## src/design/spi_status_idle_control_pkg.sv

```systemverilog
// Purpose: shared constants, types and decode for the serial port status/control block
// Assumes: AHB-Lite register access, one 32-bit word per register
// Notes:   printed offsets are word indices; the byte address is four times the index
package spi_status_idle_control_pkg;

    // register indices, byte address = index * 4
    localparam logic [9:0] IDX_STAT1    = 10'h220;
    localparam logic [9:0] IDX_CON1     = 10'h222;
    localparam logic [9:0] IDX_BUF1     = 10'h224;
    localparam logic [9:0] IDX_STAT2    = 10'h226;
    localparam logic [9:0] IDX_CON2     = 10'h228;
    localparam logic [9:0] IDX_BUF2     = 10'h22A;
    localparam logic [9:0] IDX_IRQ_STAT = 10'h22C;
    localparam logic [9:0] IDX_IRQ_MASK = 10'h22E;

    // status register fields
    localparam int STAT_EN_BIT   = 15;
    localparam int STAT_SIDL_BIT = 13;
    localparam int STAT_OVF_BIT  = 6;
    localparam int STAT_FULL_BIT = 0;
    localparam logic [15:0] STAT_UNIMPL_MASK = 16'h5FBE;

    // control register fields
    localparam int CON_DISSDO_BIT = 11;
    localparam int CON_MODE16_BIT = 10;
    localparam int CON_CKE_BIT    = 8;
    localparam int CON_SSEN_BIT   = 7;
    localparam int CON_CKP_BIT    = 6;
    localparam logic [15:0] CON_WR_MASK = 16'h6FFF;

    // values after reset
    localparam logic [15:0] CON_RESET = 16'h0000;
    localparam logic [15:0] BUF_RESET = 16'h0000;
    localparam logic [3:0]  IRQ_RESET = 4'h0;

    // interrupt bits: port p uses bit 2p for receive done, 2p+1 for overflow
    localparam int IRQ_W = 4;

    // bit counts per transfer, as last index
    localparam logic [3:0] BYTE_LAST = 4'h7;
    localparam logic [3:0] WORD_LAST = 4'hF;

    localparam int SYNC_W = 6;

    typedef struct packed {
        logic run;
        logic mode16;
        logic ssen;
        logic ckp;
        logic cke;
        logic dis_sdo;
    } eng_ctrl_t;

    typedef struct packed {
        logic        done;
        logic [15:0] data;
    } eng_evt_t;

    typedef enum {SEL_NONE, SEL_STAT, SEL_CON, SEL_BUF, SEL_IRQ_STAT, SEL_IRQ_MASK} reg_sel_t;

    typedef struct packed {
        reg_sel_t sel;
        logic     port;
    } reg_dec_t;

    function automatic reg_dec_t reg_decode(input logic [31:0] a);
        reg_dec_t d;
        d.sel  = SEL_NONE;
        d.port = 1'b0;
        if (a[31:12] == 20'h00000 && a[1:0] == 2'h0) begin
            case (a[11:2])
                IDX_STAT1:    d.sel = SEL_STAT;
                IDX_CON1:     d.sel = SEL_CON;
                IDX_BUF1:     d.sel = SEL_BUF;
                IDX_STAT2:    begin d.sel = SEL_STAT; d.port = 1'b1; end
                IDX_CON2:     begin d.sel = SEL_CON;  d.port = 1'b1; end
                IDX_BUF2:     begin d.sel = SEL_BUF;  d.port = 1'b1; end
                IDX_IRQ_STAT: d.sel = SEL_IRQ_STAT;
                IDX_IRQ_MASK: d.sel = SEL_IRQ_MASK;
                default:      d.sel = SEL_NONE;
            endcase
        end
        return d;
    endfunction

endpackage

```

## src/design/pin_sync3.sv

```systemverilog
// Purpose: three-flop synchroniser for pin inputs
// Assumes: inputs asynchronous to clock_i
// Notes:   output follows only once the second and third stages agree
`timescale 1ns/1ns
module pin_sync3
    import spi_status_idle_control_pkg::*;
#(
    parameter int W = SYNC_W
) (
    // clock and reset
    input  wire logic         clock_i,
    input  wire logic         rstn_i,
    // pins
    input  wire logic [W-1:0] pin_i,
    output logic      [W-1:0] level_o
);
    typedef struct packed {
        logic [W-1:0] s1;
        logic [W-1:0] s2;
        logic [W-1:0] s3;
        logic [W-1:0] lvl;
    } sync_state_t;

    sync_state_t s_ff;
    sync_state_t nxt_s;

    always_comb begin
        nxt_s    = s_ff;
        nxt_s.s1 = pin_i;
        nxt_s.s2 = s_ff.s1;
        nxt_s.s3 = s_ff.s2;
        for (int i = 0; i < W; i++) begin
            if (s_ff.s2[i] == s_ff.s3[i]) begin
                nxt_s.lvl[i] = s_ff.s3[i];
            end
        end
    end

    always_ff @(posedge clock_i) begin
        if (!rstn_i) begin
            s_ff <= '0;
        end else begin
            s_ff <= nxt_s;
        end
    end

    assign level_o = s_ff.lvl;
endmodule // pin_sync3

```

## src/design/shift_engine.sv

```systemverilog
// Purpose: slave-mode shift register for one serial port
// Assumes: serial clock, data-in and select are already synchronised
// Notes:   any stop of run, a select release while ssen is set or a width change restarts at the first bit
`timescale 1ns/1ns
module shift_engine
    import spi_status_idle_control_pkg::*;
(
    // clock and reset
    input  wire logic        clock_i,
    input  wire logic        rstn_i,
    // control and data from the register side
    input  wire eng_ctrl_t   ctrl_i,
    input  wire logic [15:0] tx_data_i,
    output eng_evt_t         evt_o,
    // synchronised pins
    input  wire logic        sck_i,
    input  wire logic        sdi_i,
    input  wire logic        ss_i,
    output logic             sdo_o,
    output logic             sdo_oe_o
);
    typedef struct packed {
        logic        lvl_prev;
        logic        mode_prev;
        logic [3:0]  cnt;
        logic [15:0] shreg;
        logic        sdo;
        eng_evt_t    evt;
    } eng_state_t;

    eng_state_t s_ff;
    eng_state_t nxt_s;
    logic       lvl;
    logic       rise;
    logic       fall;
    logic       samp;
    logic       shft;
    logic       idle_sel;

    always_comb begin
        nxt_s     = s_ff;
        lvl       = sck_i ^ ctrl_i.ckp;
        rise      = lvl & ~s_ff.lvl_prev;
        fall      = ~lvl & s_ff.lvl_prev;
        samp      = ctrl_i.cke ? rise : fall;
        shft      = ctrl_i.cke ? fall : rise;
        idle_sel  = ctrl_i.ssen & ss_i;
        nxt_s.lvl_prev  = lvl;
        nxt_s.mode_prev = ctrl_i.mode16;
        nxt_s.evt.done  = 1'b0;
        if (!ctrl_i.run || idle_sel || ctrl_i.mode16 != s_ff.mode_prev) begin
            // a halted port drops its partial word
            nxt_s.cnt   = 4'h0;
            nxt_s.shreg = tx_data_i;
            // first bit must already stand when the first edge is a sample edge
            nxt_s.sdo   = ctrl_i.mode16 ? tx_data_i[15] : tx_data_i[7];
        end else if (samp) begin
            nxt_s.shreg = {s_ff.shreg[14:0], sdi_i};
            nxt_s.cnt   = s_ff.cnt + 4'h1;
            if (s_ff.cnt == (ctrl_i.mode16 ? WORD_LAST : BYTE_LAST)) begin
                nxt_s.evt.done = 1'b1;
                nxt_s.evt.data = ctrl_i.mode16 ? {s_ff.shreg[14:0], sdi_i}
                                               : {8'h00, s_ff.shreg[6:0], sdi_i};
                nxt_s.cnt      = 4'h0;
                nxt_s.shreg    = tx_data_i;
            end
        end else if (shft) begin
            nxt_s.sdo = ctrl_i.mode16 ? s_ff.shreg[15] : s_ff.shreg[7];
        end
    end

    always_ff @(posedge clock_i) begin
        if (!rstn_i) begin
            s_ff <= '0;
        end else begin
            s_ff <= nxt_s;
        end
    end

    assign evt_o    = s_ff.evt;
    assign sdo_o    = s_ff.sdo;
    assign sdo_oe_o = ctrl_i.run & ~ctrl_i.dis_sdo & ~idle_sel;
endmodule // shift_engine

```

## src/design/spi_status_idle_control.sv

```systemverilog
// Purpose: register file, status flags, idle/sleep gating and interrupt for two serial ports
// Assumes: AHB-Lite single word transfers, 20 MHz clock_i, slave-mode serial ports
// Notes:   reads take one wait state so a preceding write is always visible
//
// The implementer's own choice: register access over AHB-Lite.
`timescale 1ns/1ns

// Notes on behaviour
// - all clocks stay running during processor idle
// - idle-stop bit 13 halts port while idle
// - enable bit 15 gives pins to port
// - cleared enable releases pins, port stays still
// - overflow bit 6 set on unread completion
// - full bit 0 set on completed reception
// - buffer read or write clears full bit
// - unimplemented status bits always read zero
// - overflow blocks buffer load, halts port while buffer full
// - completed word copies into transfer buffer
// - sleep aborts transfer, registers keep contents
module spi_status_idle_control
    import spi_status_idle_control_pkg::*;
(
    // clock and reset
    input  wire logic              clock_i,
    input  wire logic              rstn_i,
    // AHB-Lite slave
    input  wire logic              hsel_i,
    input  wire logic [31:0]       haddr_i,
    input  wire logic [1:0]        htrans_i,
    input  wire logic              hwrite_i,
    input  wire logic [2:0]        hsize_i,
    input  wire logic [31:0]       hwdata_i,
    input  wire logic              hready_i,
    output logic      [31:0]       hrdata_o,
    output logic                   hreadyout_o,
    output logic                   hresp_o,
    // processor power state
    input  wire logic              cpu_idle_i,
    input  wire logic              cpu_sleep_i,
    // serial pins, one bit per port
    input  wire logic [1:0]        serial_clock_pin_i,
    input  wire logic [1:0]        data_in_pin_i,
    input  wire logic [1:0]        select_pin_i,
    output logic      [1:0]        data_out_pin_o,
    output logic      [1:0]        data_out_pin_oe_o,
    output logic      [1:0]        pin_func_o,
    // interrupt
    output logic                   irq_o
);
    typedef struct packed {
        logic [1:0]        en;
        logic [1:0]        sidl;
        logic [1:0]        ovf;
        logic [1:0]        full;
        logic [1:0][15:0]  con;
        logic [1:0][15:0]  rxbuf;
        logic [1:0][15:0]  txbuf;
        logic [IRQ_W-1:0]  irq_stat;
        logic [IRQ_W-1:0]  irq_mask;
        logic              dp_valid;
        logic              dp_write;
        reg_dec_t          dp_dec;
        logic              rd_done;
        logic [31:0]       hrdata;
    } top_state_t;

    top_state_t       s_ff;
    top_state_t       nxt_s;
    eng_ctrl_t [1:0]  ctrl;
    eng_evt_t  [1:0]  evt;
    logic [SYNC_W-1:0] pins_sync;
    logic             acc;
    logic             rd_pend;
    logic             wr_now;
    logic [15:0]      rd_val;
    logic             p;

    pin_sync3 #(.W(SYNC_W)) u_sync (
        .clock_i (clock_i),
        .rstn_i  (rstn_i),
        .pin_i   ({select_pin_i, data_in_pin_i, serial_clock_pin_i}),
        .level_o (pins_sync)
    );

    for (genvar g = 0; g < 2; g++) begin : g_port
        always_comb begin
            // idle and sleep only gate the port's logic; no clock is stopped
            ctrl[g].run     = s_ff.en[g] & ~cpu_sleep_i
                            & ~(cpu_idle_i & s_ff.sidl[g])
                            & ~(s_ff.ovf[g] & s_ff.full[g]);
            ctrl[g].mode16  = s_ff.con[g][CON_MODE16_BIT];
            ctrl[g].ssen    = s_ff.con[g][CON_SSEN_BIT];
            ctrl[g].ckp     = s_ff.con[g][CON_CKP_BIT];
            ctrl[g].cke     = s_ff.con[g][CON_CKE_BIT];
            ctrl[g].dis_sdo = s_ff.con[g][CON_DISSDO_BIT];
        end

        shift_engine u_eng (
            .clock_i   (clock_i),
            .rstn_i    (rstn_i),
            .ctrl_i    (ctrl[g]),
            .tx_data_i (s_ff.txbuf[g]),
            .evt_o     (evt[g]),
            .sck_i     (pins_sync[g]),
            .sdi_i     (pins_sync[2 + g]),
            .ss_i      (pins_sync[4 + g]),
            .sdo_o     (data_out_pin_o[g]),
            .sdo_oe_o  (data_out_pin_oe_o[g])
        );
    end

    always_comb begin
        nxt_s   = s_ff;
        acc     = hsel_i & htrans_i[1] & hready_i;
        rd_pend = s_ff.dp_valid & ~s_ff.dp_write & ~s_ff.rd_done;
        wr_now  = s_ff.dp_valid & s_ff.dp_write;
        p       = s_ff.dp_dec.port;
        rd_val  = 16'h0000;

        // read data phase: value is registered, side effects happen here
        case (s_ff.dp_dec.sel)
            SEL_STAT:     rd_val = {s_ff.en[p], 1'b0, s_ff.sidl[p], 6'h00,
                                    s_ff.ovf[p], 5'h00, s_ff.full[p]};
            SEL_CON:      rd_val = s_ff.con[p];
            SEL_BUF:      rd_val = s_ff.rxbuf[p];
            SEL_IRQ_STAT: rd_val = {12'h000, s_ff.irq_stat};
            SEL_IRQ_MASK: rd_val = {12'h000, s_ff.irq_mask};
            default:      rd_val = 16'h0000;
        endcase
        if (rd_pend) begin
            nxt_s.hrdata  = {16'h0000, rd_val};
            nxt_s.rd_done = 1'b1;
            if (s_ff.dp_dec.sel == SEL_BUF) begin
                nxt_s.full[p] = 1'b0;
            end
        end

        // write data phase, always zero wait
        if (wr_now) begin
            case (s_ff.dp_dec.sel)
                SEL_STAT: begin
                    nxt_s.en[p]   = hwdata_i[STAT_EN_BIT];
                    nxt_s.sidl[p] = hwdata_i[STAT_SIDL_BIT];
                    nxt_s.ovf[p]  = hwdata_i[STAT_OVF_BIT];
                end
                SEL_CON:      nxt_s.con[p] = hwdata_i[15:0] & CON_WR_MASK;
                SEL_BUF: begin
                    nxt_s.txbuf[p] = hwdata_i[15:0];
                    nxt_s.full[p]  = 1'b0;
                end
                SEL_IRQ_STAT: nxt_s.irq_stat = s_ff.irq_stat & ~hwdata_i[IRQ_W-1:0];
                SEL_IRQ_MASK: nxt_s.irq_mask = hwdata_i[IRQ_W-1:0];
                default:      nxt_s.hrdata = s_ff.hrdata;
            endcase
        end

        // completions after bus effects so a set in the same cycle wins
        for (int i = 0; i < 2; i++) begin
            if (evt[i].done) begin
                nxt_s.irq_stat[2*i] = 1'b1;
                if (!s_ff.full[i] && !s_ff.ovf[i]) begin
                    nxt_s.rxbuf[i] = evt[i].data;
                    nxt_s.full[i]  = 1'b1;
                end else begin
                    // the new word is dropped, the old one stays for software
                    nxt_s.ovf[i]          = 1'b1;
                    nxt_s.irq_stat[2*i+1] = 1'b1;
                end
            end
        end

        // address phase
        if (acc) begin
            nxt_s.dp_valid = 1'b1;
            nxt_s.dp_write = hwrite_i;
            nxt_s.dp_dec   = reg_decode(haddr_i);
            nxt_s.rd_done  = 1'b0;
        end else if (s_ff.dp_valid && hready_i) begin
            nxt_s.dp_valid = 1'b0;
        end
    end

    always_ff @(posedge clock_i) begin
        if (!rstn_i) begin
            s_ff.en       <= 2'h0;
            s_ff.sidl     <= 2'h0;
            s_ff.ovf      <= 2'h0;
            s_ff.full     <= 2'h0;
            s_ff.con      <= {CON_RESET, CON_RESET};
            s_ff.rxbuf    <= {BUF_RESET, BUF_RESET};
            s_ff.txbuf    <= {BUF_RESET, BUF_RESET};
            s_ff.irq_stat <= IRQ_RESET;
            s_ff.irq_mask <= IRQ_RESET;
            s_ff.dp_valid <= 1'b0;
            s_ff.dp_write <= 1'b0;
            s_ff.dp_dec   <= '{sel: SEL_NONE, port: 1'b0};
            s_ff.rd_done  <= 1'b0;
            s_ff.hrdata   <= 32'h00000000;
        end else begin
            s_ff <= nxt_s;
        end
    end

    // hsize is not decoded: only whole-word transfers are expected
    assign hrdata_o    = s_ff.hrdata;
    assign hreadyout_o = ~rd_pend;
    assign hresp_o     = 1'b0;
    assign pin_func_o  = s_ff.en;
    assign irq_o       = |(s_ff.irq_stat & s_ff.irq_mask);
endmodule // spi_status_idle_control

```

## config.mk

```make
export PLATFORM = sky130hd
export DESIGN_NAME = spi_status_idle_control
export DESIGN_NICKNAME = d
export VERILOG_FILES = /design/src/design/spi_status_idle_control_pkg.sv /design/src/design/pin_sync3.sv /design/src/design/shift_engine.sv /design/src/design/spi_status_idle_control.sv
export SDC_FILE = /design/constraint.sdc
export NUM_CORES = 1
export LEC_CHECK = 0
export ABC_AREA = 1
export BUFFER_PORTS_ARGS = -buffer_cell sky130_fd_sc_hd__buf_2
export CAP_MARGIN = 20
export CELL_PAD_IN_SITES_DETAIL_PLACEMENT = 2
export CELL_PAD_IN_SITES_GLOBAL_PLACEMENT = 2
export CORE_AREA = 2 2 188 190
export CTS_BUF_LIST = sky130_fd_sc_hd__clkbuf_16
export CTS_CLUSTER_DIAMETER = 50
export DETAILED_ROUTE_END_ITERATION = 12
export DIE_AREA = 0 0 190 192
export PLACE_DENSITY_LB_ADDON = 0.1
export REMOVE_ABC_BUFFERS = 1
export SLEW_MARGIN = 20
export SYNTH_ARGS = -nofsm -noshare
export SYNTH_HDL_FRONTEND = slang
export SYNTH_SLANG_ARGS = --single-unit
```

## constraint.sdc

```tcl
create_clock -name clock_i -period 2 [get_ports clock_i]
set_input_delay 0.3 -clock clock_i [delete_from_list [all_inputs] [get_ports clock_i]]
set_output_delay 0.3 -clock clock_i [all_outputs]
set_load 0.05 [all_outputs]
```

==> metrics.log, run 1 <==
[metrics] Lkg Pwr: 0.005833 uW
[metrics] cell count of the worst reg-to-reg path: 7
[metrics] post-synthesis cell area: 0.01091 mm2
[metrics] number of storage elements in the synthesis netlist: 235
[metrics] commonest non-fill, non-tap cell in the layout: sky130_fd_sc_hd__nand2_1
[metrics] path class of the lowest-slack min-delay path: in2reg
[metrics] core area: 0.03429 mm2
[metrics] area grow syn2layout: 19.86%
[metrics] run status: finished clean
[metrics] Hold Slack: 0.05594 ns
[metrics] Yosys Warn Count: 0
[metrics] average footprint of a synthesized cell: 6.712 um2
[metrics] Crit path max-delay family: simple AND/OR/NAND/NOR gates
[metrics] most used cells in the layout excluding fill and tap cells: sky130_fd_sc_hd__nand2_1 (527), sky130_fd_sc_hd__dfxtp_1 (234), sky130_fd_sc_hd__nor2_1 (214), sky130_fd_sc_hd__inv_1 (126), sky130_fd_sc_hd__o21ai_0 (124)
[metrics] post-synthesis compound-gate area fraction: 11.22%
[metrics] slew margin rel.: 53.93%
[metrics] row count: 68
[metrics] filler cell count: 4141
[metrics] basic-gate share of the synthesized area counting and, or, nand and nor cells: 33.82%
[metrics] pins over their slew limit: 0
[metrics] cell type of the slowest stage on the worst timing path: sky130_fd_sc_hd__dfxtp_1
[metrics] residual DRC count: 0
[metrics] clock tree from TritonCTS: built
[metrics] post-CTS setup buffer count: 0
[metrics] total of buffers placed on input and output ports: 85
[metrics] maximum vdd drop: 511.3 uV
[metrics] nature of the critical path endpoint: output pin
[metrics] fraction of final layout cells sized beyond drive strength 1: 13.34%
[metrics] area share of fa/ha/maj cells after synthesis: 0.2293%
[metrics] overall track demand over capacity in global routing: 21.91%
[metrics] Setup crit start: pin_func_o[1]
[metrics] first-pass GRT wire length: 62.82 mm
[metrics] gp weighted congestion: 0.8021
[metrics] area of the die: 0.03648 mm2
[metrics] endpoints failing setup: 0
[metrics] number of violations reported at the end of detailed-routing iteration 0: 372
[metrics] Routed wire per std cell: 17.80 um
[metrics] Synth cell types: 38
[metrics] number of clock sinks seen by CTS: 235
[metrics] aggregate global routing overflow: 0
[metrics] Crit path largest cell delay: 0.35 ns
[metrics] largest family of logic cells by synthesized area: simple AND/OR/NAND/NOR gates
[metrics] number of diodes added for antenna fixing: 0
[metrics] H-Tree Depth: 2
[metrics] cell-by-cell trace of the critical path: inv_1, nor2_2, and2_4, nand2_1, nor2_4, buf_8
[metrics] number of routed nets with antenna violations: 0
[metrics] Tcrit/Tclk final: 97.21%
[metrics] post-route cell area: 0.01308 mm2
[metrics] width of the die: 190 um
[metrics] Final #Nets: 1787
[metrics] post-synthesis mux area share: 0%
[metrics] total iterations of the first detailed-routing run: 4
[metrics] post-layout min period: 1.944 ns
[metrics] type of the worst setup path: reg2out
[metrics] post-detailed-route via-to-cell ratio: 4.809
[metrics] Root Buffer Master: sky130_fd_sc_hd__clkbuf_16
[metrics] Startpoint Class: flip-flop
[metrics] synthesized instance count: 1626
[metrics] antenna violations before repair: 1
[metrics] transition time at the pin with the least slew margin: 0.6911 ns
[metrics] Critical Path Sink: data_out_pin_oe_o[1]
[metrics] routed vias: 10.52k
[metrics] maximum number of pins on one net before global-route repair: 70
[metrics] initial standard-cell utilization of the core: 31.83%
[metrics] HPWL after detailed placement: 27.86 mm
[metrics] total CTS buffers: 38
[metrics] worst path bufs/invs: 2
[metrics] instance area at placement: 0.01169 mm2
[metrics] deepest clock path buffer count: 3
[metrics] required time at the endpoint of the critical path: 1.70 ns
[metrics] post-detailed-routing wire length: 38.92 mm
[metrics] Final Skew: 0.01884 ns
[metrics] MaxCap Viol Count: 0
[metrics] final cell utilization of the core: 38.15%
[metrics] Max Freq: 514.4 MHz
[metrics] worst reg2reg startpoint: s_ff[34]
[metrics] Skew-Pair Late Insertion Delay: 0.53 ns
[metrics] vias in the first global route: 11.35k
[metrics] CP Depth: 6
[metrics] worst reg-to-reg setup slack: 0.21 ns
[metrics] I/O pins: 123
[metrics] maximum fanout count along the critical path: 3
[metrics] Die Y-Extent: 192 um
[metrics] Clock transition at path regs: 0.05 ns
[metrics] capture point of the worst reg-to-reg path: s_ff[175]
[metrics] power density of the placed cells: 886.7 mW/mm2
[metrics] fraction of the yosys area taken by sequential cells: 43.11%
[metrics] Crit path arrival time: 1.64 ns
[metrics] RSZ-0062 raised after global routing: no
[metrics] final hold violations: 0
[metrics] Post-Synth XOR/XNOR Area: 0.7223%
what timing repair did:
| item | in CTS | in global routing |
|---|---|---|
| endpoints found under the hold margin | 6 | 0 |
| resized for setup | 11 | 14 |
| pin swaps | 0 | 2 |
| hold buffers | 6 | 0 |
| setup endpoints to repair | 3 | 18 |
Yosys cell counts:
cell	count	share of area (%)
sky130_fd_sc_hd__a21oi_1	111	5.1
sky130_fd_sc_hd__nor2_4	3	0.31
sky130_fd_sc_hd__xnor2_1	1	0.080
sky130_fd_sc_hd__nand3_1	100	4.6
sky130_fd_sc_hd__o21ai_1	1	0.046
sky130_fd_sc_hd__nor2_8	2	0.37
sky130_fd_sc_hd__o211ai_1	4	0.28
sky130_fd_sc_hd__xor2_1	3	0.24
sky130_fd_sc_hd__nand3b_1	12	0.83
sky130_fd_sc_hd__dfxtp_1	235	43
sky130_fd_sc_hd__buf_6	7	0.72
sky130_fd_sc_hd__nand2_2	2	0.11
sky130_fd_sc_hd__nor2_1	219	7.5
sky130_fd_sc_hd__nand4_1	6	0.34
sky130_fd_sc_hd__and2_1	2	0.11
sky130_fd_sc_hd__nand2_1	528	18
sky130_fd_sc_hd__nor3_1	2	0.092
sky130_fd_sc_hd__o21ai_2	1	0.080
sky130_fd_sc_hd__nand3_4	1	0.16
sky130_fd_sc_hd__o21ai_0	125	5.7
sky130_fd_sc_hd__nand3_2	4	0.37
sky130_fd_sc_hd__xnor2_4	1	0.25
sky130_fd_sc_hd__nor3_4	1	0.15
sky130_fd_sc_hd__conb_1	1	0.034
sky130_fd_sc_hd__inv_2	3	0.10
sky130_fd_sc_hd__inv_1	126	4.3
sky130_fd_sc_hd__nand2_4	2	0.21
sky130_fd_sc_hd__nand2_8	1	0.18
sky130_fd_sc_hd__clkinv_1	4	0.14
sky130_fd_sc_hd__buf_4	41	2.8
sky130_fd_sc_hd__xnor2_2	1	0.15
sky130_fd_sc_hd__clkbuf_1	39	1.3
sky130_fd_sc_hd__nor2_2	1	0.057
sky130_fd_sc_hd__buf_2	26	1.2
sky130_fd_sc_hd__nand4_4	1	0.19
sky130_fd_sc_hd__nor4_1	1	0.057
sky130_fd_sc_hd__ha_1	2	0.23
sky130_fd_sc_hd__buf_1	6	0.21
kinds of logic after synthesis:
group | after synthesis
buffers and inverters | 252
other | 1
flip-flops | 235
XOR/XNOR | 6
AND/OR/NAND/NOR | 888
AO/OA/AOI/OAI | 242
adder cells (fa/ha/maj) | 2
power by group:
group          total [uW]  leakage, uW  internal (uW)  switching (uW)
Combinational         387      0.00332            100             286
Clock                6500     0.000613           4000            2500
Sequential           4710      0.00190           4700            8.21
Total               11600      0.00583           8800            2800
flip-flops by register name, indices dropped and copies added, names as in the netlist:
| signal | flops |
|---|---|
| u_sync.s_ff | 6 |
| g_port.u_eng.evt_o | 34 |
| ctrl | 10 |
| u_sync.nxt_s | 12 |
| pin_func_o | 2 |
| g_port.u_eng.sdo_o | 2 |
| u_sync.level_o | 6 |
| p | 1 |
| g_port.u_eng.s_ff | 44 |
| s_ff | 102 |
| hrdata_o | 16 |
final cells by class:
class                   instances  area (um2)  share of cell area, %
multi-input cells            1155        5131                  39.23
flip-flops and latches        235        4706                  35.98
clock buffers                  41        1026                  7.844
repair buffers                140       915.9                  7.002
well taps                     455       569.3                  4.352
inverters                     133       508.0                  3.884
clock inverters                28       224.0                  1.712
stage by stage:
step | total power, uW | cells | setup slack, ns | TNS (ns)
2_1_floorplan | 4976 | 1523 | -0.6262 | -27.89
3_3_place_gp | 5180 | 2112 | 0.07549 | 0
3_5_place_dp | 5191 | 2112 | 0.03801 | 0
4_1_cts | 11800 | 2187 | 0.01094 | 0
5_1_grt | 12040 | 2187 | 0.001044 | 0
6_report | 11600 | 2187 | 0.05583 | 0
worst min-delay path by stage:
stage,depth (start not counted),endpoint,start,slack [ns]
floorplan,2,u_sync.nxt_s[10],u_sync.nxt_s[16],0.39
global placement,2,u_sync.nxt_s[10],u_sync.nxt_s[16],0.40
detailed placement,2,u_sync.nxt_s[7],u_sync.nxt_s[13],0.40
CTS,4,s_ff[67],hready_i,0.04
global route,4,s_ff[67],hready_i,0.09
finish,4,s_ff[67],hready_i,0.06
worst min-delay path: stages:
cell	delay [ns]
sky130_fd_sc_hd__buf_2	0.08
sky130_fd_sc_hd__inv_1	0.04
sky130_fd_sc_hd__nand2_1	0.05
sky130_fd_sc_hd__a21oi_1	0.05
routing by layer:
layer  up-vias  track usage (%)  part of all wire [%]
met5         -                0                     0
li1       5211                -                     -
met3        46            2.759                   2.9
met1      5155            27.53                    45
met2       105            39.74                    51
met4         0            5.188                   1.7
Note: power is estimated with default switching activity, not from simulation.
==> run 2: changes to the inputs <==
--- a/config.mk
+++ b/config.mk
@@ -10,11 +10,11 @@
 export CAP_MARGIN = 20
 export CELL_PAD_IN_SITES_DETAIL_PLACEMENT = 2
 export CELL_PAD_IN_SITES_GLOBAL_PLACEMENT = 2
-export CORE_AREA = 2 2 188 190
+export CORE_AREA = 2 2 198 181
 export CTS_BUF_LIST = sky130_fd_sc_hd__clkbuf_16
 export CTS_CLUSTER_DIAMETER = 50
 export DETAILED_ROUTE_END_ITERATION = 12
-export DIE_AREA = 0 0 190 192
+export DIE_AREA = 0 0 200 183
 export PLACE_DENSITY_LB_ADDON = 0.1
 export REMOVE_ABC_BUFFERS = 1
 export SLEW_MARGIN = 20
==> run 2 against run 1 <==
Net effect: clock skew shrank 0.0039 ns; register-to-register slack barely moved; sequential power hardly changed; count of clock-buffer cells in the layout stayed put; critical endpoint unchanged.
==> metrics.log, run 2 (synthesized netlist as in run 1, its figures left out) <==
[metrics] run status: finished clean (unchanged)
[metrics] vias in the first global route: 11.45k (was 11.35k)
[metrics] most used cells in the layout excluding fill and tap cells: sky130_fd_sc_hd__nand2_1 (528), sky130_fd_sc_hd__dfxtp_1 (235), sky130_fd_sc_hd__nor2_1 (218), sky130_fd_sc_hd__inv_1 (128), sky130_fd_sc_hd__o21ai_0 (124) (was sky130_fd_sc_hd__nand2_1 (527), sky130_fd_sc_hd__dfxtp_1 (234), sky130_fd_sc_hd__nor2_1 (214), sky130_fd_sc_hd__inv_1 (126), sky130_fd_sc_hd__o21ai_0 (124))
[metrics] number of clock sinks seen by CTS: 235 (unchanged)
[metrics] clock network fraction of total power: 55.3% (was 56.1%)
[metrics] cell count of the worst reg-to-reg path: 9 (was 7)
[metrics] clock tree from TritonCTS: built (unchanged)
[metrics] Pint: 8647 uW (was 8801 uW)
[metrics] Skew-Pair Late Insertion Delay: 0.53 ns (about the same)
[metrics] routed vias: 10.72k (was 10.52k)
[metrics] residual DRC count: 0 (unchanged)
[metrics] antenna violations before repair: 1 (unchanged)
[metrics] worst reg-to-reg setup slack: 0.21 ns (about the same)
[metrics] I/O pins: 123 (unchanged)
[metrics] commonest non-fill, non-tap cell in the layout: sky130_fd_sc_hd__nand2_1 (unchanged)
[metrics] post-detailed-route via-to-cell ratio: 4.865 (was 4.809)
[metrics] maximum vdd drop: 502.9 uV (was 511.3 uV)
[metrics] worst-case hold path end point: s_ff[67] (unchanged)
[metrics] area grow syn2layout: 19.88% (was 19.86%)
[metrics] total iterations of the first detailed-routing run: 5 (was 4)
[metrics] Crit path largest cell delay: 0.35 ns (about the same)
[metrics] Root Buffer Master: sky130_fd_sc_hd__clkbuf_16 (unchanged)
[metrics] Max Freq: 532.5 MHz (was 514.4 MHz)
[metrics] HPWL after detailed placement: 27.36 mm (was 27.86 mm)
[metrics] worst reg2reg startpoint: ctrl[2] (was s_ff[34])
[metrics] Startpoint Class: flip-flop (unchanged)
[metrics] number of diodes added for antenna fixing: 0 (unchanged)
[metrics] Die Y-Extent: 183 um (was 192 um)
[metrics] power density of the placed cells: 871.2 mW/mm2 (was 886.7 mW/mm2)
[metrics] initial standard-cell utilization of the core: 31.57% (was 31.83%)
[metrics] Tcrit/Tclk final: 93.89% (was 97.21%)
[metrics] number of violations reported at the end of detailed-routing iteration 0: 420 (was 372)
[metrics] Gate power share: 3.4% (was 3.3%)
[metrics] row count: 65 (was 68)
[metrics] source of the worst hold timing path: hready_i (unchanged)
[metrics] MaxCap Viol Count: 0 (unchanged)
[metrics] transition time at the pin with the least slew margin: 0.8699 ns (was 0.6911 ns)
[metrics] H-Tree Depth: 2 (unchanged)
[metrics] slew margin rel.: 42.01% (was 53.93%)
[metrics] Crit path max-delay family: simple AND/OR/NAND/NOR gates (unchanged)
[metrics] RSZ-0062 raised after global routing: no (unchanged)
[metrics] post-detailed-routing wire length: 38.20 mm (was 38.92 mm)
[metrics] deepest clock path buffer count: 3 (unchanged)
[metrics] gp weighted congestion: 0.7649 (was 0.8021)
[metrics] endpoints failing setup: 0 (unchanged)
[metrics] total of buffers placed on input and output ports: 85 (unchanged)
[metrics] Flop pwr share: 41.3% (was 40.6%)
[metrics] Final #Nets: 1790 (was 1787)
[metrics] register bank with the most flops: s_ff (unchanged)
[metrics] cell type of the slowest stage on the worst timing path: sky130_fd_sc_hd__dfxtp_1 (unchanged)
[metrics] total negative setup slack: 0 ns (unchanged)
[metrics] max FFs per register: 102 (unchanged)
[metrics] pins over their slew limit: 0 (unchanged)
[metrics] total power after layout: 11400 uW (was 11600 uW)
[metrics] first-pass GRT wire length: 61.71 mm (was 62.82 mm)
[metrics] core area: 0.03456 mm2 (was 0.03429 mm2)
[metrics] worst path bufs/invs: 2 (unchanged)
[metrics] cell repeated most along the worst path: sky130_fd_sc_hd__nor2_1
[metrics] net switching component of the power: 2751 uW (was 2797 uW)
[metrics] maximum fanout count along the critical path: 3 (unchanged)
[metrics] number of routed nets with antenna violations: 0 (unchanged)
[metrics] cell-by-cell trace of the critical path: inv_1, nor2_1, and2_1, nand2_1, nor2_1, clkbuf_4 (was inv_1, nor2_2, and2_4, nand2_1, nor2_4, buf_8)
[metrics] Lkg Pwr: 0.005828 uW (was 0.005833 uW)
[metrics] nature of the critical path endpoint: output pin (unchanged)
[metrics] maximum number of pins on one net before global-route repair: 73 (was 70)
[metrics] capture point of the worst reg-to-reg path: g_port[0].u_eng.evt_o[9] (was s_ff[175])
[metrics] Final Skew: 0.01492 ns (was 0.01884 ns)
[metrics] Routed wire per std cell: 17.34 um (was 17.80 um)
[metrics] width of the die: 200 um (was 190 um)
[metrics] aggregate global routing overflow: 0 (unchanged)
[metrics] path class of the lowest-slack min-delay path: in2reg (unchanged)
[metrics] final hold violations: 0 (unchanged)
[metrics] number of stages on the worst hold path: 4 (unchanged)
[metrics] Clock transition at path regs: 0.05 ns (about the same)
[metrics] required time at the endpoint of the critical path: 1.70 ns (about the same)
[metrics] overall track demand over capacity in global routing: 21.54% (was 21.91%)
[metrics] total CTS buffers: 38 (unchanged)
[metrics] area of the die: 0.03660 mm2 (was 0.03648 mm2)
[metrics] type of the worst setup path: reg2out (unchanged)
[metrics] switching part of the total power: 24.14% (was 24.12%)
[metrics] Crit path arrival time: 1.58 ns (was 1.64 ns)
[metrics] post-layout min period: 1.878 ns (was 1.944 ns)
[metrics] fraction of final layout cells sized beyond drive strength 1: 12.92% (was 13.34%)
==> run 2: cell types whose count changed in the layout (fill, tap and decap cells not counted), moves of 3 or more <==
cell and delta:
sky130_fd_sc_hd__nor2_4 -3, sky130_fd_sc_hd__clkinvlp_4 +3, sky130_fd_sc_hd__buf_12 +4, sky130_fd_sc_hd__inv_6 -5
sky130_fd_sc_hd__nor2_1 +4
==> run 2: routing by layer <==
layer	vias to the layer above	track usage, %	routed length (um)
li1	5215	-	-
met1	5279	28.59	18030
met2	178	36.72	18080
met3	43	3.512	1561
met4	2	4.563	518
met5	-	0	13
==> run 2: metrics by stage <==
stage	hold WS, ns	std cells	utilization (%)	instance area [um2]	setup slack, ns
after floorplan	0.3900	1523	-	10290	-0.6262
after global placement	0.3945	2126	33.98	11750	0.2108
after detailed placement	0.4047	2126	33.98	11750	0.1216
after CTS	0.04044	2200	37.69	13030	0.03967
after global routing	0.06438	2203	37.85	13080	0.01500
final	0.05437	2203	37.85	13080	0.1222
==> run 2: worst max path at each step <==
stage	startpoint	endpoint	slack (ns)	cells past startpoint
after global placement	s_ff[35]	ctrl[10]	0.21	6
after global routing	pin_func_o[0]	data_out_pin_oe_o[0]	0.01	6
after detailed placement	s_ff[35]	ctrl[10]	0.12	6
final	pin_func_o[1]	data_out_pin_oe_o[1]	0.12	6
after CTS	pin_func_o[0]	data_out_pin_oe_o[0]	0.04	6
after floorplan	p	s_ff[93]	-0.63	6
==> run 2: tightest hold or removal path, cell delays in order <==
cell and delay [ns]:
sky130_fd_sc_hd__buf_2 0.09, sky130_fd_sc_hd__inv_1 0.04, sky130_fd_sc_hd__nand2_1 0.04, sky130_fd_sc_hd__a21oi_1 0.05
==> run 2: power by group through the flow <==
stage	logic, uW	clock network, uW	registers [uW]
after floorplan	168	0	4810
after global placement	365	0	4810
after detailed placement	375	0	4810
after CTS	387	6430	4710
after global routing	424	6670	4710
final	383	6300	4710
==> run 2: layout make-up <==
type | instances | area, um2
fillers | 4201 | 21480
multi-input cells | 1155 | 5089
flip-flops and latches | 235 | 4705
clock buffers | 41 | 1026
repair buffers | 143 | 974.7
well taps | 469 | 586.8
inverters | 133 | 514.2
clock inverters | 27 | 187.7
==> run 2: timing repair <==
action / CTS / global route
gates resized for setup: 4 / 3
hold buffers: 6 / 0
pin swaps: 0 / 1
endpoints found under the setup margin: 2 / 4
hold endpoints to repair: 6 / 0
buffers inserted: 0 / 3
==> run 3: changes to the inputs <==
--- a/config.mk
+++ b/config.mk
@@ -8,14 +8,12 @@
 export ABC_AREA = 1
 export BUFFER_PORTS_ARGS = -buffer_cell sky130_fd_sc_hd__buf_2
 export CAP_MARGIN = 20
-export CELL_PAD_IN_SITES_DETAIL_PLACEMENT = 2
-export CELL_PAD_IN_SITES_GLOBAL_PLACEMENT = 2
-export CORE_AREA = 2 2 198 181
+export CORE_AREA = 2 2 158 144
 export CTS_BUF_LIST = sky130_fd_sc_hd__clkbuf_16
 export CTS_CLUSTER_DIAMETER = 50
 export DETAILED_ROUTE_END_ITERATION = 12
-export DIE_AREA = 0 0 200 183
-export PLACE_DENSITY_LB_ADDON = 0.1
+export DIE_AREA = 0 0 160 146
+export PLACE_DENSITY = 0.7
 export REMOVE_ABC_BUFFERS = 1
 export SLEW_MARGIN = 20
 export SYNTH_ARGS = -nofsm -noshare
==> run 3 against run 2 <==
Net effect: sequential power about the same; first-iteration DRC count up 72%; critical path depth unchanged; largest power group unchanged.
==> metrics.log, run 3 (synthesized netlist as in run 1, its figures left out) <==
[metrics] run status: finished clean (unchanged)
[metrics] number of clock sinks seen by CTS: 235 (unchanged)
[metrics] fraction of final layout cells sized beyond drive strength 1: 11.87% (was 12.92%)
[metrics] gp weighted congestion: 0.8586 (was 0.7649)
[metrics] post-detailed-route via-to-cell ratio: 5.014 (was 4.865)
[metrics] final cell utilization of the core: 57.84% (was 37.85%)
[metrics] I/O pins: 123 (unchanged)
[metrics] MaxCap Viol Count: 0 (unchanged)
[metrics] residual DRC count: 0 (unchanged)
[metrics] number of diodes added for antenna fixing: 0 (unchanged)
[metrics] area grow syn2layout: 14.32% (was 19.88%)
[metrics] aggregate global routing overflow: 0 (unchanged)
[metrics] RSZ-0062 raised after global routing: no (unchanged)
[metrics] maximum number of pins on one net before global-route repair: 73 (unchanged)
[metrics] pins over their slew limit: 0 (unchanged)
[metrics] path class of the lowest-slack min-delay path: in2reg (unchanged)
[metrics] final hold violations: 0 (unchanged)
[metrics] initial standard-cell utilization of the core: 50.60% (was 31.57%)
[metrics] slew margin rel.: 59.34% (was 42.01%)
[metrics] Die Y-Extent: 146 um (was 183 um)
[metrics] Startpoint Class: flip-flop (unchanged)
[metrics] total power after layout: 9960 uW (was 11400 uW)
[metrics] capture point of the worst reg-to-reg path: s_ff[175] (was g_port[0].u_eng.evt_o[9])
[metrics] vias in the first global route: 9183 (was 11.45k)
[metrics] Final #Nets: 1773 (was 1790)
[metrics] number of routed nets with antenna violations: 0 (unchanged)
[metrics] Lkg Pwr: 0.005650 uW (was 0.005828 uW)
[metrics] H-Tree Depth: 1 (was 2)
[metrics] core area: 0.02157 mm2 (was 0.03456 mm2)
[metrics] filler cell count: 2131 (was 4201)
[metrics] power density of the placed cells: 798.4 mW/mm2 (was 871.2 mW/mm2)
[metrics] number of violations reported at the end of detailed-routing iteration 0: 721 (was 420)
[metrics] source of the worst hold timing path: hready_i (unchanged)
[metrics] nature of the critical path endpoint: output pin (unchanged)
[metrics] deepest clock path buffer count: 3 (unchanged)
[metrics] routed vias: 10.03k (was 10.72k)
[metrics] total of buffers placed on input and output ports: 85 (unchanged)
[metrics] type of the worst setup path: reg2out (unchanged)
[metrics] combined area of the multi-input logic cells: 0.005099 mm2 (was 0.005089 mm2)
[metrics] overall track demand over capacity in global routing: 23.85% (was 21.54%)
[metrics] antenna violations before repair: 0 (was 1)
[metrics] transition time at the pin with the least slew margin: 0.6084 ns (was 0.8699 ns)
[metrics] post-layout min period: 1.932 ns (was 1.878 ns)
[metrics] Root Buffer Master: sky130_fd_sc_hd__clkbuf_16 (unchanged)
[metrics] sequential cell area in the final layout: 0.004707 mm2 (was 0.004705 mm2)
[metrics] cell count of the worst reg-to-reg path: 7 (was 9)
[metrics] area of the die: 0.02336 mm2 (was 0.03660 mm2)
[metrics] clock tree from TritonCTS: built (unchanged)
[metrics] commonest non-fill, non-tap cell in the layout: sky130_fd_sc_hd__nand2_1 (unchanged)
[metrics] worst reg-to-reg setup slack: 0.20 ns (was 0.21 ns)
[metrics] first-pass GRT wire length: 45.94 mm (was 61.71 mm)
[metrics] width of the die: 160 um (was 200 um)
[metrics] number of placed instances with taps included: 1944 (was 2126)
[metrics] worst reg2reg startpoint: s_ff[34] (was ctrl[2])
[metrics] post-detailed-routing wire length: 27.86 mm (was 38.20 mm)
[metrics] most used cells in the layout excluding fill and tap cells: sky130_fd_sc_hd__nand2_1 (528), sky130_fd_sc_hd__dfxtp_1 (233), sky130_fd_sc_hd__nor2_1 (216), sky130_fd_sc_hd__inv_1 (129), sky130_fd_sc_hd__o21ai_0 (124) (was sky130_fd_sc_hd__nand2_1 (528), sky130_fd_sc_hd__dfxtp_1 (235), sky130_fd_sc_hd__nor2_1 (218), sky130_fd_sc_hd__inv_1 (128), sky130_fd_sc_hd__o21ai_0 (124))
[metrics] Clock transition at path regs: 0.06 ns (was 0.05 ns)
[metrics] register bank with the most flops: s_ff (unchanged)
[metrics] worst-case hold path end point: s_ff[67] (unchanged)
[metrics] total CTS buffers: 28 (was 38)
[metrics] maximum vdd drop: 578.3 uV (was 502.9 uV)
[metrics] max FFs per register: 102 (unchanged)
[metrics] Final Skew: 0.009014 ns (was 0.01492 ns)
[metrics] required time at the endpoint of the critical path: 1.70 ns (about the same)
[metrics] endpoints failing setup: 0 (unchanged)
[metrics] number of stages on the worst hold path: 4 (unchanged)
[metrics] Routed wire per std cell: 13.92 um (was 17.34 um)
[metrics] row count: 51 (was 65)
[metrics] Max Freq: 517.5 MHz (was 532.5 MHz)
[metrics] total iterations of the first detailed-routing run: 5 (unchanged)
[metrics] Post-Layout Cell Count: 2001 (was 2203)
[metrics] HPWL after detailed placement: 19.71 mm (was 27.36 mm)
[metrics] Skew-Pair Late Insertion Delay: 0.53 ns (about the same)
[metrics] maximum fanout count along the critical path: 3 (unchanged)
[metrics] Tcrit/Tclk final: 96.61% (was 93.89%)
[metrics] Crit path arrival time: 1.63 ns (was 1.58 ns)
==> run 3: through the flow <==
step | setup slack [ns] | instance area (um2) | hold slack [ns] | setup TNS, ns
6_report | 0.06773 | 12480 | 0.05090 | 0
5_1_grt | 0.008808 | 12480 | 0.03643 | 0
4_1_cts | 0.0008958 | 12450 | 0.02594 | 0
3_5_place_dp | 0.1439 | 11480 | 0.4019 | 0
3_3_place_gp | 0.1699 | 11480 | 0.3919 | 0
2_1_floorplan | -0.6262 | 10290 | 0.3900 | -27.89
==> run 3: where the power goes <==
part | internal [uW] | switching [uW] | total [uW] | leakage [uW]
clock | 2900 | 1990 | 4880 | 0.000466
sequential | 4700 | 8.27 | 4710 | 0.00190
combinational | 107 | 264 | 371 | 0.00329
==> run 3: routing by layer <==
| layer | up-vias | track usage (%) | wire length, um |
|---|---|---|---|
| met3 | 45 | 3.391 | 1809 |
| met4 | 0 | 6.622 | 788 |
| met5 | - | 0 | 0 |
| met1 | 4494 | 33.91 | 13010 |
| met2 | 308 | 37.97 | 12250 |
| li1 | 5186 | - | - |
==> run 3: worst max-delay path, stage by stage, from the launching register on <==
cell and delay (ns):
sky130_fd_sc_hd__dfxtp_2 0.37, sky130_fd_sc_hd__inv_1 0.06, sky130_fd_sc_hd__nor2_1 0.10, sky130_fd_sc_hd__and2_4 0.17, sky130_fd_sc_hd__nand2_1 0.07, sky130_fd_sc_hd__nor2_2 0.16
sky130_fd_sc_hd__buf_6 0.18
==> run 3: final cells by class <==
cell class,instances,area share [%]
Multi-Input combinational cell,1155,40.87
Clock inverter,22,1.394
Timing Repair Buffer,136,7.221
Inverter,133,4.052
Clock buffer,29,5.817
Sequential cell,235,37.73
Tap cell,291,2.918
==> run 3: what timing repair did <==
| action | 4_1_cts | 5_1_grt |
|---|---|---|
| setup endpoints to repair | 3 | 12 |
| hold buffers | 6 | 0 |
| resized for setup | 6 | 8 |
| endpoints found under the hold margin | 6 | 0 |
| setup buffers | 0 | 0 |
==> run 3: worst max-delay path by stage <==
stage	from	to	slack, ns	depth (start not counted)
floorplan	p	s_ff[93]	-0.63	6
global placement	cpu_sleep_i	g_port[1].u_eng.evt_o[2]	0.17	9
detailed placement	cpu_sleep_i	g_port[1].u_eng.evt_o[7]	0.14	9
CTS	pin_func_o[1]	data_out_pin_oe_o[1]	0.0009	6
global route	pin_func_o[0]	data_out_pin_oe_o[0]	0.009	6
finish	pin_func_o[0]	data_out_pin_oe_o[0]	0.07	6
